### src/can_msg_pkg.sv
`default_nettype none
package can_msg_pkg;
    // ----------------------------------------
    // Window and slot layout
    // ----------------------------------------
    localparam int WINDOW_BYTES = 128;
    localparam int SLOT_BYTES = 16;
    localparam int STRUCT_BYTES = 13;
    localparam int SLOT_COUNT = 4;
    localparam int ADDR_W = 7;
    localparam logic [2:0] RX_SLOT_NIBBLE = 3'h4;
    localparam logic [2:0] TX0_SLOT_NIBBLE = 3'h5;
    localparam logic [2:0] TX2_SLOT_NIBBLE = 3'h7;
    localparam logic [1:0] RX_SLOT_INDEX = 2'h0;
    // ----------------------------------------
    // Byte offsets within a slot
    // ----------------------------------------
    localparam logic [3:0] ID_BYTE_0 = 4'h0;
    localparam logic [3:0] ID_BYTE_1 = 4'h1;
    localparam logic [3:0] ID_BYTE_2 = 4'h2;
    localparam logic [3:0] ID_BYTE_3 = 4'h3;
    localparam logic [3:0] PAYLOAD_BYTE_0 = 4'h4;
    localparam logic [3:0] LENGTH_BYTE = 4'hC;
    localparam logic [3:0] PRIORITY_BYTE = 4'hD;
    // ----------------------------------------
    // Field positions
    // ----------------------------------------
    localparam int EXT_SRR_BIT = 4;
    localparam int IDE_BIT = 3;
    localparam int EXT_RTR_BIT = 0;
    localparam int STD_RTR_BIT = 4;
    localparam logic [5:0] STD_ARB_BITS = 6'h0D;
    localparam logic [5:0] EXT_ARB_BITS = 6'h20;
    localparam logic [3:0] MAX_PAYLOAD = 4'h8;
    // ----------------------------------------
    // Reset values
    // ----------------------------------------
    localparam logic [7:0] BYTE_RESET = 8'h00;
    // ----------------------------------------
    // Transmit sequencer states
    // ----------------------------------------
    typedef enum logic [1:0] {
        TX_IDLE = 2'b00,
        TX_ARB = 2'b01,
        TX_LOADED = 2'b11
    } tx_state_t;
endpackage
`default_nettype wire

### src/tx_priority_pick.sv
`timescale 1ns/1ns
`default_nettype none
module tx_priority_pick
    import can_msg_pkg::*;
(
    input wire logic [2:0] pending,
    input wire logic [7:0] prio_0,
    input wire logic [7:0] prio_1,
    input wire logic [7:0] prio_2,
    output logic win_valid,
    output logic [1:0] win_index
);
    // ----------------------------------------
    // Lowest value wins, lower index on a tie
    // ----------------------------------------
    function automatic logic beats(input logic a_ok, input logic [7:0] a, input logic b_ok, input logic [7:0] b);
        beats = a_ok && (!b_ok || a <= b);
    endfunction

    always_comb
    begin
        win_valid = |pending;
        if (beats(pending[0], prio_0, pending[1], prio_1) && beats(pending[0], prio_0, pending[2], prio_2))
        begin
            win_index = 2'h0;
        end
        else if (beats(pending[1], prio_1, pending[2], prio_2))
        begin
            win_index = 2'h1;
        end
        else
        begin
            win_index = 2'h2;
        end
    end
endmodule // tx_priority_pick
`default_nettype wire

### src/can_message_buffer_map.sv
`timescale 1ns/1ns
`default_nettype none
// Operation
// - Block answers a 128-byte window; only message slots return data.
// - Background receive buffer readable only while test mode is high.
// - Each slot is 16 bytes, 13 used in receive and 14 in transmit; receive and transmit share layout.
// - Slot nibble 4 is foreground receive, 5 to 7 transmit slots 0 to 2.
// - Bytes 0-3 identifier, 4-B payload, C length, D transmit priority.
// - Buffer contents carry no defined value after reset; this block clears them to zero.
// - Foreground receive slot reads while test mode is low; writes to it are dropped.
// - Transmit slots accept reads and writes at any time.
// - Extended identifier bits, SRR, IDE and RTR in fixed byte positions.
// - Both 11-bit and 29-bit identifiers are supported.
// - Arbitration field is shifted out most significant bit first.
// - Smallest identifier value has the highest bus priority.
// - Received SRR is stored exactly as sampled.
// - IDE zero standard, one extended; loaded on receive, selects format.
// - RTR zero data, one remote; stored on receive, sent on transmit.
// - Length low nibble gives byte count in binary, 0 to 8.
// - Remote frame sends its length code as written but no data.
// - Only as many payload bytes as the length code are moved.
// - Lowest priority byte among pending slots wins; lower index on tie.
module can_message_buffer_map
    import can_msg_pkg::*;
(
    input wire logic sys_clk,
    input wire logic resetn,
    input wire logic [6:0] cpu_addr,
    input wire logic cpu_wr,
    input wire logic cpu_rd,
    input wire logic [7:0] cpu_wdata,
    output logic [7:0] cpu_rdata,
    input wire logic test_mode,
    input wire logic rx_store,
    input wire logic [28:0] rx_id,
    input wire logic rx_ide,
    input wire logic rx_srr,
    input wire logic rx_rtr,
    input wire logic [3:0] rx_dlc,
    input wire logic [63:0] rx_payload,
    input wire logic rx_commit,
    input wire logic [2:0] transmit_slot_empty_flag,
    input wire logic tx_start,
    input wire logic tx_shift,
    input wire logic tx_byte_req,
    input wire logic [2:0] tx_byte_sel,
    input wire logic tx_release,
    output logic tx_active,
    output logic [1:0] tx_slot,
    output logic tx_arb_bit,
    output logic tx_arb_done,
    output logic tx_ide,
    output logic tx_rtr,
    output logic [3:0] tx_dlc,
    output logic [3:0] tx_byte_count,
    output logic [7:0] tx_byte
);
    // ----------------------------------------
    // State
    // ----------------------------------------
    typedef struct packed {
        logic [3:0][13:0][7:0] slots;
        logic [12:0][7:0] background;
        logic [7:0] rdata;
        tx_state_t tx_state;
        logic [1:0] tx_slot;
        logic [31:0] arb;
        logic [5:0] arb_left;
        logic arb_bit;
        logic tx_ide;
        logic tx_rtr;
        logic [3:0] tx_dlc;
        logic [3:0] tx_count;
        logic [7:0] tx_byte;
    } state_t;

    state_t state_reg;
    state_t state_next;
    logic win_valid;
    logic [1:0] win_index;

    // ----------------------------------------
    // Helpers
    // ----------------------------------------
    function automatic logic [31:0] pack_id(input logic [28:0] id, input logic ide, input logic srr,
                                            input logic rtr);
        if (ide)
        begin
            pack_id = {id[28:21], id[20:18], srr, 1'b1, id[17:15], id[14:7], id[6:0], rtr};
        end
        else
        begin
            pack_id = {id[10:3], id[2:0], rtr, 1'b0, 3'h0, 16'h0000};
        end
    endfunction

    function automatic logic [3:0] byte_count(input logic [3:0] dlc, input logic rtr);
        if (rtr)
        begin
            byte_count = 4'h0;
        end
        else if (dlc > MAX_PAYLOAD)
        begin
            byte_count = MAX_PAYLOAD;
        end
        else
        begin
            byte_count = dlc;
        end
    endfunction

    function automatic logic frame_is_remote(input logic [7:0] b1, input logic [7:0] b3);
        frame_is_remote = b1[IDE_BIT] ? b3[EXT_RTR_BIT] : b1[STD_RTR_BIT];
    endfunction

    // ----------------------------------------
    // Transmit slot selection
    // ----------------------------------------
    tx_priority_pick u_pick (
        .pending(~transmit_slot_empty_flag),
        .prio_0(state_reg.slots[1][PRIORITY_BYTE]),
        .prio_1(state_reg.slots[2][PRIORITY_BYTE]),
        .prio_2(state_reg.slots[3][PRIORITY_BYTE]),
        .win_valid(win_valid),
        .win_index(win_index)
    );

    // ----------------------------------------
    // Next state
    // ----------------------------------------
    always_comb
    begin
        logic [1:0] slot_idx;
        logic [3:0] byte_idx;
        logic [1:0] src;
        logic [3:0] cnt;
        logic [31:0] packed_id;
        slot_idx = 2'h0;
        byte_idx = 4'h0;
        src = 2'h0;
        cnt = 4'h0;
        packed_id = 32'h0000_0000;
        state_next = state_reg;
        slot_idx = cpu_addr[5:4];
        byte_idx = cpu_addr[3:0];

        // CPU reads
        if (cpu_rd)
        begin
            state_next.rdata = BYTE_RESET;
            if (cpu_addr[6] && byte_idx < LENGTH_BYTE + 4'h1)
            begin
                if (slot_idx == RX_SLOT_INDEX && test_mode)
                begin
                    state_next.rdata = state_reg.background[byte_idx];
                end
                else
                begin
                    state_next.rdata = state_reg.slots[slot_idx][byte_idx];
                end
            end
            else if (cpu_addr[6] && byte_idx == PRIORITY_BYTE && slot_idx != RX_SLOT_INDEX)
            begin
                state_next.rdata = state_reg.slots[slot_idx][byte_idx];
            end
        end

        // CPU writes: transmit slots only
        if (cpu_wr && cpu_addr[6] && slot_idx != RX_SLOT_INDEX && byte_idx <= PRIORITY_BYTE)
        begin
            state_next.slots[slot_idx][byte_idx] = cpu_wdata;
        end

        // Receive into background buffer
        if (rx_store)
        begin
            packed_id = pack_id(rx_id, rx_ide, rx_srr, rx_rtr);
            state_next.background[ID_BYTE_0] = packed_id[31:24];
            state_next.background[ID_BYTE_1] = packed_id[23:16];
            state_next.background[ID_BYTE_2] = packed_id[15:8];
            state_next.background[ID_BYTE_3] = packed_id[7:0];
            state_next.background[LENGTH_BYTE] = {4'h0, rx_dlc};
            cnt = byte_count(rx_dlc, rx_rtr);
            for (int i = 0; i < 8; i++)
            begin
                if (4'(i) < cnt)
                begin
                    state_next.background[PAYLOAD_BYTE_0 + 4'(i)] = rx_payload[63 - 8 * i -: 8];
                end
            end
        end

        // Hand completed frame to foreground
        if (rx_commit)
        begin
            for (int i = 0; i < STRUCT_BYTES; i++)
            begin
                state_next.slots[RX_SLOT_INDEX][i] = state_reg.background[i];
            end
        end

        // Transmit sequencer
        src = state_reg.tx_slot + 2'h1;
        unique case (state_reg.tx_state)
            TX_IDLE:
            begin
                if (tx_start && win_valid)
                begin
                    src = win_index + 2'h1;
                    state_next.tx_slot = win_index;
                    state_next.tx_state = TX_ARB;
                    state_next.arb = {state_reg.slots[src][ID_BYTE_0], state_reg.slots[src][ID_BYTE_1],
                                      state_reg.slots[src][ID_BYTE_2], state_reg.slots[src][ID_BYTE_3]};
                    state_next.tx_ide = state_reg.slots[src][ID_BYTE_1][IDE_BIT];
                    state_next.arb_left = state_next.tx_ide ? EXT_ARB_BITS : STD_ARB_BITS;
                    state_next.tx_rtr = frame_is_remote(state_reg.slots[src][ID_BYTE_1],
                                                        state_reg.slots[src][ID_BYTE_3]);
                    state_next.tx_dlc = state_reg.slots[src][LENGTH_BYTE][3:0];
                    state_next.tx_count = byte_count(state_next.tx_dlc, state_next.tx_rtr);
                end
            end
            TX_ARB:
            begin
                if (tx_shift)
                begin
                    state_next.arb_bit = state_reg.arb[31];
                    state_next.arb = {state_reg.arb[30:0], 1'b0};
                    state_next.arb_left = state_reg.arb_left - 6'h01;
                    if (state_reg.arb_left == 6'h01)
                    begin
                        state_next.tx_state = TX_LOADED;
                    end
                end
                if (tx_release)
                begin
                    state_next.tx_state = TX_IDLE;
                end
            end
            TX_LOADED:
            begin
                if (tx_release)
                begin
                    state_next.tx_state = TX_IDLE;
                end
            end
            default:
            begin
                state_next.tx_state = TX_IDLE;
            end
        endcase

        // Payload byte fetch, limited to the byte count
        if (tx_byte_req && state_reg.tx_state != TX_IDLE)
        begin
            state_next.tx_byte = BYTE_RESET;
            if ({1'b0, tx_byte_sel} < state_reg.tx_count)
            begin
                state_next.tx_byte = state_reg.slots[src][PAYLOAD_BYTE_0 + {1'b0, tx_byte_sel}];
            end
        end
    end

    // ----------------------------------------
    // Registers
    // ----------------------------------------
    always_ff @(posedge sys_clk or negedge resetn)
    begin
        if (!resetn)
        begin
            state_reg <= '0;
        end
        else
        begin
            state_reg <= state_next;
        end
    end

    // ----------------------------------------
    // Outputs
    // ----------------------------------------
    assign cpu_rdata = state_reg.rdata;
    assign tx_active = state_reg.tx_state[0];
    assign tx_slot = state_reg.tx_slot;
    assign tx_arb_bit = state_reg.arb_bit;
    assign tx_arb_done = state_reg.tx_state[1];
    assign tx_ide = state_reg.tx_ide;
    assign tx_rtr = state_reg.tx_rtr;
    assign tx_dlc = state_reg.tx_dlc;
    assign tx_byte_count = state_reg.tx_count;
    assign tx_byte = state_reg.tx_byte;
endmodule // can_message_buffer_map
`default_nettype wire

### config.mk
export PLATFORM = sky130hd
export DESIGN_NAME = can_message_buffer_map
export DESIGN_NICKNAME = d
export VERILOG_FILES = /design/src/can_msg_pkg.sv /design/src/tx_priority_pick.sv /design/src/can_message_buffer_map.sv
export SDC_FILE = /design/constraint.sdc
export NUM_CORES = 1
export LEC_CHECK = 0
export BUFFER_PORTS_ARGS = -buffer_cell sky130_fd_sc_hd__buf_4
export CORE_UTILIZATION = 65
export CTS_BUF_LIST = sky130_fd_sc_hd__clkbuf_4
export DETAILED_ROUTE_END_ITERATION = 7
export PLACE_DENSITY = 0.84
export REMOVE_ABC_BUFFERS = 1
export SLEW_MARGIN = 20
export SYNTH_ARGS = -nofsm -noshare
export SYNTH_HDL_FRONTEND = slang
export SYNTH_SLANG_ARGS = --single-unit
### constraint.sdc
create_clock -name sys_clk -period 8.53 [get_ports sys_clk]
set_input_delay 0 -clock sys_clk [delete_from_list [all_inputs] [get_ports sys_clk]]
set_output_delay 0 -clock sys_clk [all_outputs]
set_load 0.1 [all_outputs]
==> key figures <==
CTS
  – Hold Buf Count CTS: 389
  – H-tree Lvls: 4
  – Post-CTS setup buffer count: 0
  – Clk sinks: 617
  – Root Driver: clkbuf_4
  – Worst skew pair latency: 1.11 ns
  – Reg clk slew, reported paths: 0.09 ns
  – Gates resized, CTS repair: 0
  – Cts bufs inserted: 163
  – CTS Buffer Depth: 3
  – CTS tree: built

Critical path
  – Setup crit end kind: flip-flop
  – Setup crit start kind: flip-flop
  – Critical Path End: tx_byte[1]
  – CP max stage cell: nor2_1
  – Crit path max fanout: 27
  – CP cell instances: inv_1 -> ha_1 -> and4_1 -> a21oi_1 -> a221oi_2 -> dlygate4sd3_1 -> and3_1 -> o31a_1 -> buf_4 -> inv_2 -> nor2_1 -> a22oi_1 -> a21oi_1 -> dlygate4sd3_1 -> o41ai_2 -> dlygate4sd3_1
  – Worst endpoint data arrival time: 6.88 ns
  – FF-to-FF End: tx_byte[1]
  – Kind of critical path: flip-flop to flip-flop
  – CP Launch Point: state_reg[504]
  – Most used cell, CP: dlygate4sd3_1
  – Slack of the worst reg-to-reg path: 2.64 ns
  – FF-to-FF Start: state_reg[504]
  – Critical Path Max Stage Delay: 0.63 ns
  – Req. time, crit path: 9.51 ns
  – Worst reg2reg path depth: 16

Final layout
  – Area taken by multi-input logic gates: 15200 sq um
  – Final #Nets: 3099
  – Sequential cell area: 15400 sq um
  – Area delta synth->final: 23.4%
  – Finished Cell Area: 39200 sq um
  – Max reg flops: 586
  – Filler cell count: 2411
  – Layout cells sized above 1: 0.380
  – Fin util: 0.817

STA
  – Final worst-path cycle share: 0.691
  – Setup Skew: 0.119 ns
  – Rel. slew slack: 0.0843
  – Min cycle time layout: 5.89 ns
  – FMAX: 170 MHz
  – Measured slew at the worst slew-check pin: 1.34 ns
  – Final Setup Violations: 0
  – Hold violation count in the final report: 0
  – TNS Setup: 0 ns
  – RSZ-0062 raised after global routing: no
  – Final Max Tran Viols: 0
  – Hold_ws: 0.0669 ns

Die
  – Initial core utilization: 0.662
  – I/O pin total: 163
  – Num rows: 80
  – Core ar.: 47900 sq um
  – Die area: 49700 sq um
  – Die width: 223 microns
  – Die H: 223 microns

Synth
  – Gate Count Post-Synth: 2388
  – Post-synthesis register bit count: 617
  – Most used DFF post-synth: dfrtp_1
  – Post-synthesis sequential area ratio: 0.486
  – Syn. warnings: 0
  – Mapped Area: 31700 sq um
  – Asr flop ratio synth: 1.00
  – EDFF count, synth: 0
  – Synth unique cells: 63
  – Mapped Avg Cell Area: 13.3 sq um

Placed design
  – Port Buf Inserts: 162
  – Placed Area: 33100 sq um
  – Post-DP HPWL: 62000 microns
  – GP Congestion: 0.975

Routing
  – Routed WL per cell: 31.8 microns
  – DR vias: 26500
  – DRC violations left: 1
  – Pre-Repair DR Iteration Count: 8
  – Post-DRT Antenna Nets: 0
  – Total wire length: 117000 microns
  – First DRT Iteration DRCs: 3957
  – Vias/cell: 7.19

Global routing
  – Total Routing Usage GR: 0.483
  – First-pass GRT wire length: 174000 microns
  – Largest net degree at the start of global routing: 188
  – Vias in the first global route: 27500
  – Remaining Overflow, GRT: 0
  – Antenna violations before repair: 21

Min path
  – Hold Crit Class: primary input to flip-flop

Run status
  – Failing checks: DRC
  – Status: finished with violations

Power and ir drop
  – Worst VDD drop: 232 uV
  – Static leakage: 18.0 nW
  – Pwr/cell area: 223 nW/um^2

Job
  – Max-cap violations: 0
-- area by class of cell --
cell class / instances / share of cell area
Sequential cell: 617 / 0.394
Multi-Input combinational cell: 1531 / 0.389
Timing Repair Buffer: 586 / 0.141
Clock buffer: 240 / 0.0460
Tap cell: 615 / 0.0196
Clock inverter: 36 / 0.00575
Inverter: 40 / 0.00383
Antenna cell: 13 / 0.000831
-- logic make-up after synthesis --
logic type / count (synthesis) / synth area share
flip-flops: 617 / 0.486
multiplexers: 858 / 0.354
AO/OA/AOI/OAI: 319 / 0.0665
AND/OR/NAND/NOR: 324 / 0.0462
adder cells (fa/ha/maj): 28 / 0.0110
XOR/XNOR: 2 / 0.000552
buffers and inverters: 240 / 0.0355
-- worst max-delay path, delay by kind of cell, from the launching register on --
kind / cells / cell delay, ns
DFF: 1 / 0.38
AOI/OAI and AO/OA: 6 / 1.01
adders and majority gates: 1 / 0.33
and+or+nand+nor: 3 / 1.27
buffers and inverters: 6 / 2.79
-- through the flow --
step	std cells	worst slack [ns]	power (W)
4_1_cts	3660	2.91	0.00838
2_1_floorplan	2188	2.97	0.00485
3_3_place_gp	2995	4.35	0.00549
6_report	3678	2.64	0.00875
5_1_grt	3673	2.45	0.00896
3_5_place_dp	2995	4.24	0.00556
-- how the worst min path moves through the flow --
| stage | from | end | slack (ns) | cells past startpoint |
|---|---|---|---|---|
| global placement | resetn | state_reg[390] | -0.03 | 1 |
| floorplan | resetn | cpu_rdata[0] | -0.30 | 0 |
| CTS | cpu_wdata[6] | state_reg[507] | 0.005 | 4 |
| finish | cpu_wdata[3] | state_reg[504] | 0.07 | 4 |
| detailed placement | resetn | state_reg[390] | -0.02 | 1 |
| global route | cpu_wdata[7] | state_reg[620] | 0.09 | 4 |
-- synth_stat cells, types with 2 or more instances --
master    instances  area share
a2111o_1          2     0.00071
a211oi_1          5      0.0012
a21o_1           14      0.0033
a21oi_1          51      0.0080
a221o_1           2     0.00063
a221oi_1          7      0.0019
a22o_1            7      0.0019
a22oi_1          59       0.014
and2_1            4     0.00079
and3_1            2     0.00039
and4_1            4      0.0011
buf_1            22      0.0026
buf_2            24      0.0038
buf_4            36      0.0085
buf_6             3      0.0011
buf_8             2     0.00095
clkbuf_1        112       0.013
dfrtp_1         617        0.49
ha_1             28       0.011
inv_1            39      0.0046
mux2_2          515        0.18
mux2i_1         183       0.058
mux4_2          160        0.11
nand2_1         122       0.014
nand2b_1         10      0.0020
nand3_1          43      0.0068
nand3b_1          2     0.00047
nand4_1           5     0.00099
nor2_1           86       0.010
nor2b_1          15      0.0030
nor3_1           11      0.0017
nor3_2            3     0.00095
nor4_1            2     0.00039
o211ai_1          8      0.0019
o21a_1            2     0.00047
o21ai_0         121       0.019
o21bai_1          2     0.00047
o32ai_1          16      0.0044
o41ai_2           8      0.0041
or2_2             7      0.0014
or3_1             5     0.00099
-- placed cells by master (no fill, tap or decap), types with 51 or more instances in the layout --
cell,synthesis,layout
mux4_2,160,160
a21oi_1,51,51
mux2i_1,183,183
dlygate4sd3_1,0,388
nor2_1,86,79
clkbuf_4,0,240
dfrtp_1,617,617
o21ai_0,121,121
nand2_1,122,122
mux2_2,515,515
a22oi_1,59,59
buf_4,36,185
-- layer usage --
metal,global-route usage,vias up,wire length (microns)
li1,-,10100,-
met1,0.559,13100,38300
met2,0.694,2438,51100
met3,0.235,804,16900
met4,0.360,22,10100
met5,0.0342,-,372
-- power by group --
group	switching (W)	total (W)	internal, W
Clock	0.00139	0.00276	0.00137
Sequential	0.000436	0.00373	0.00330
Combinational	0.00124	0.00225	0.00102
Total	0.00307	0.00875	0.00568
(Power assumes the default switching activity.)
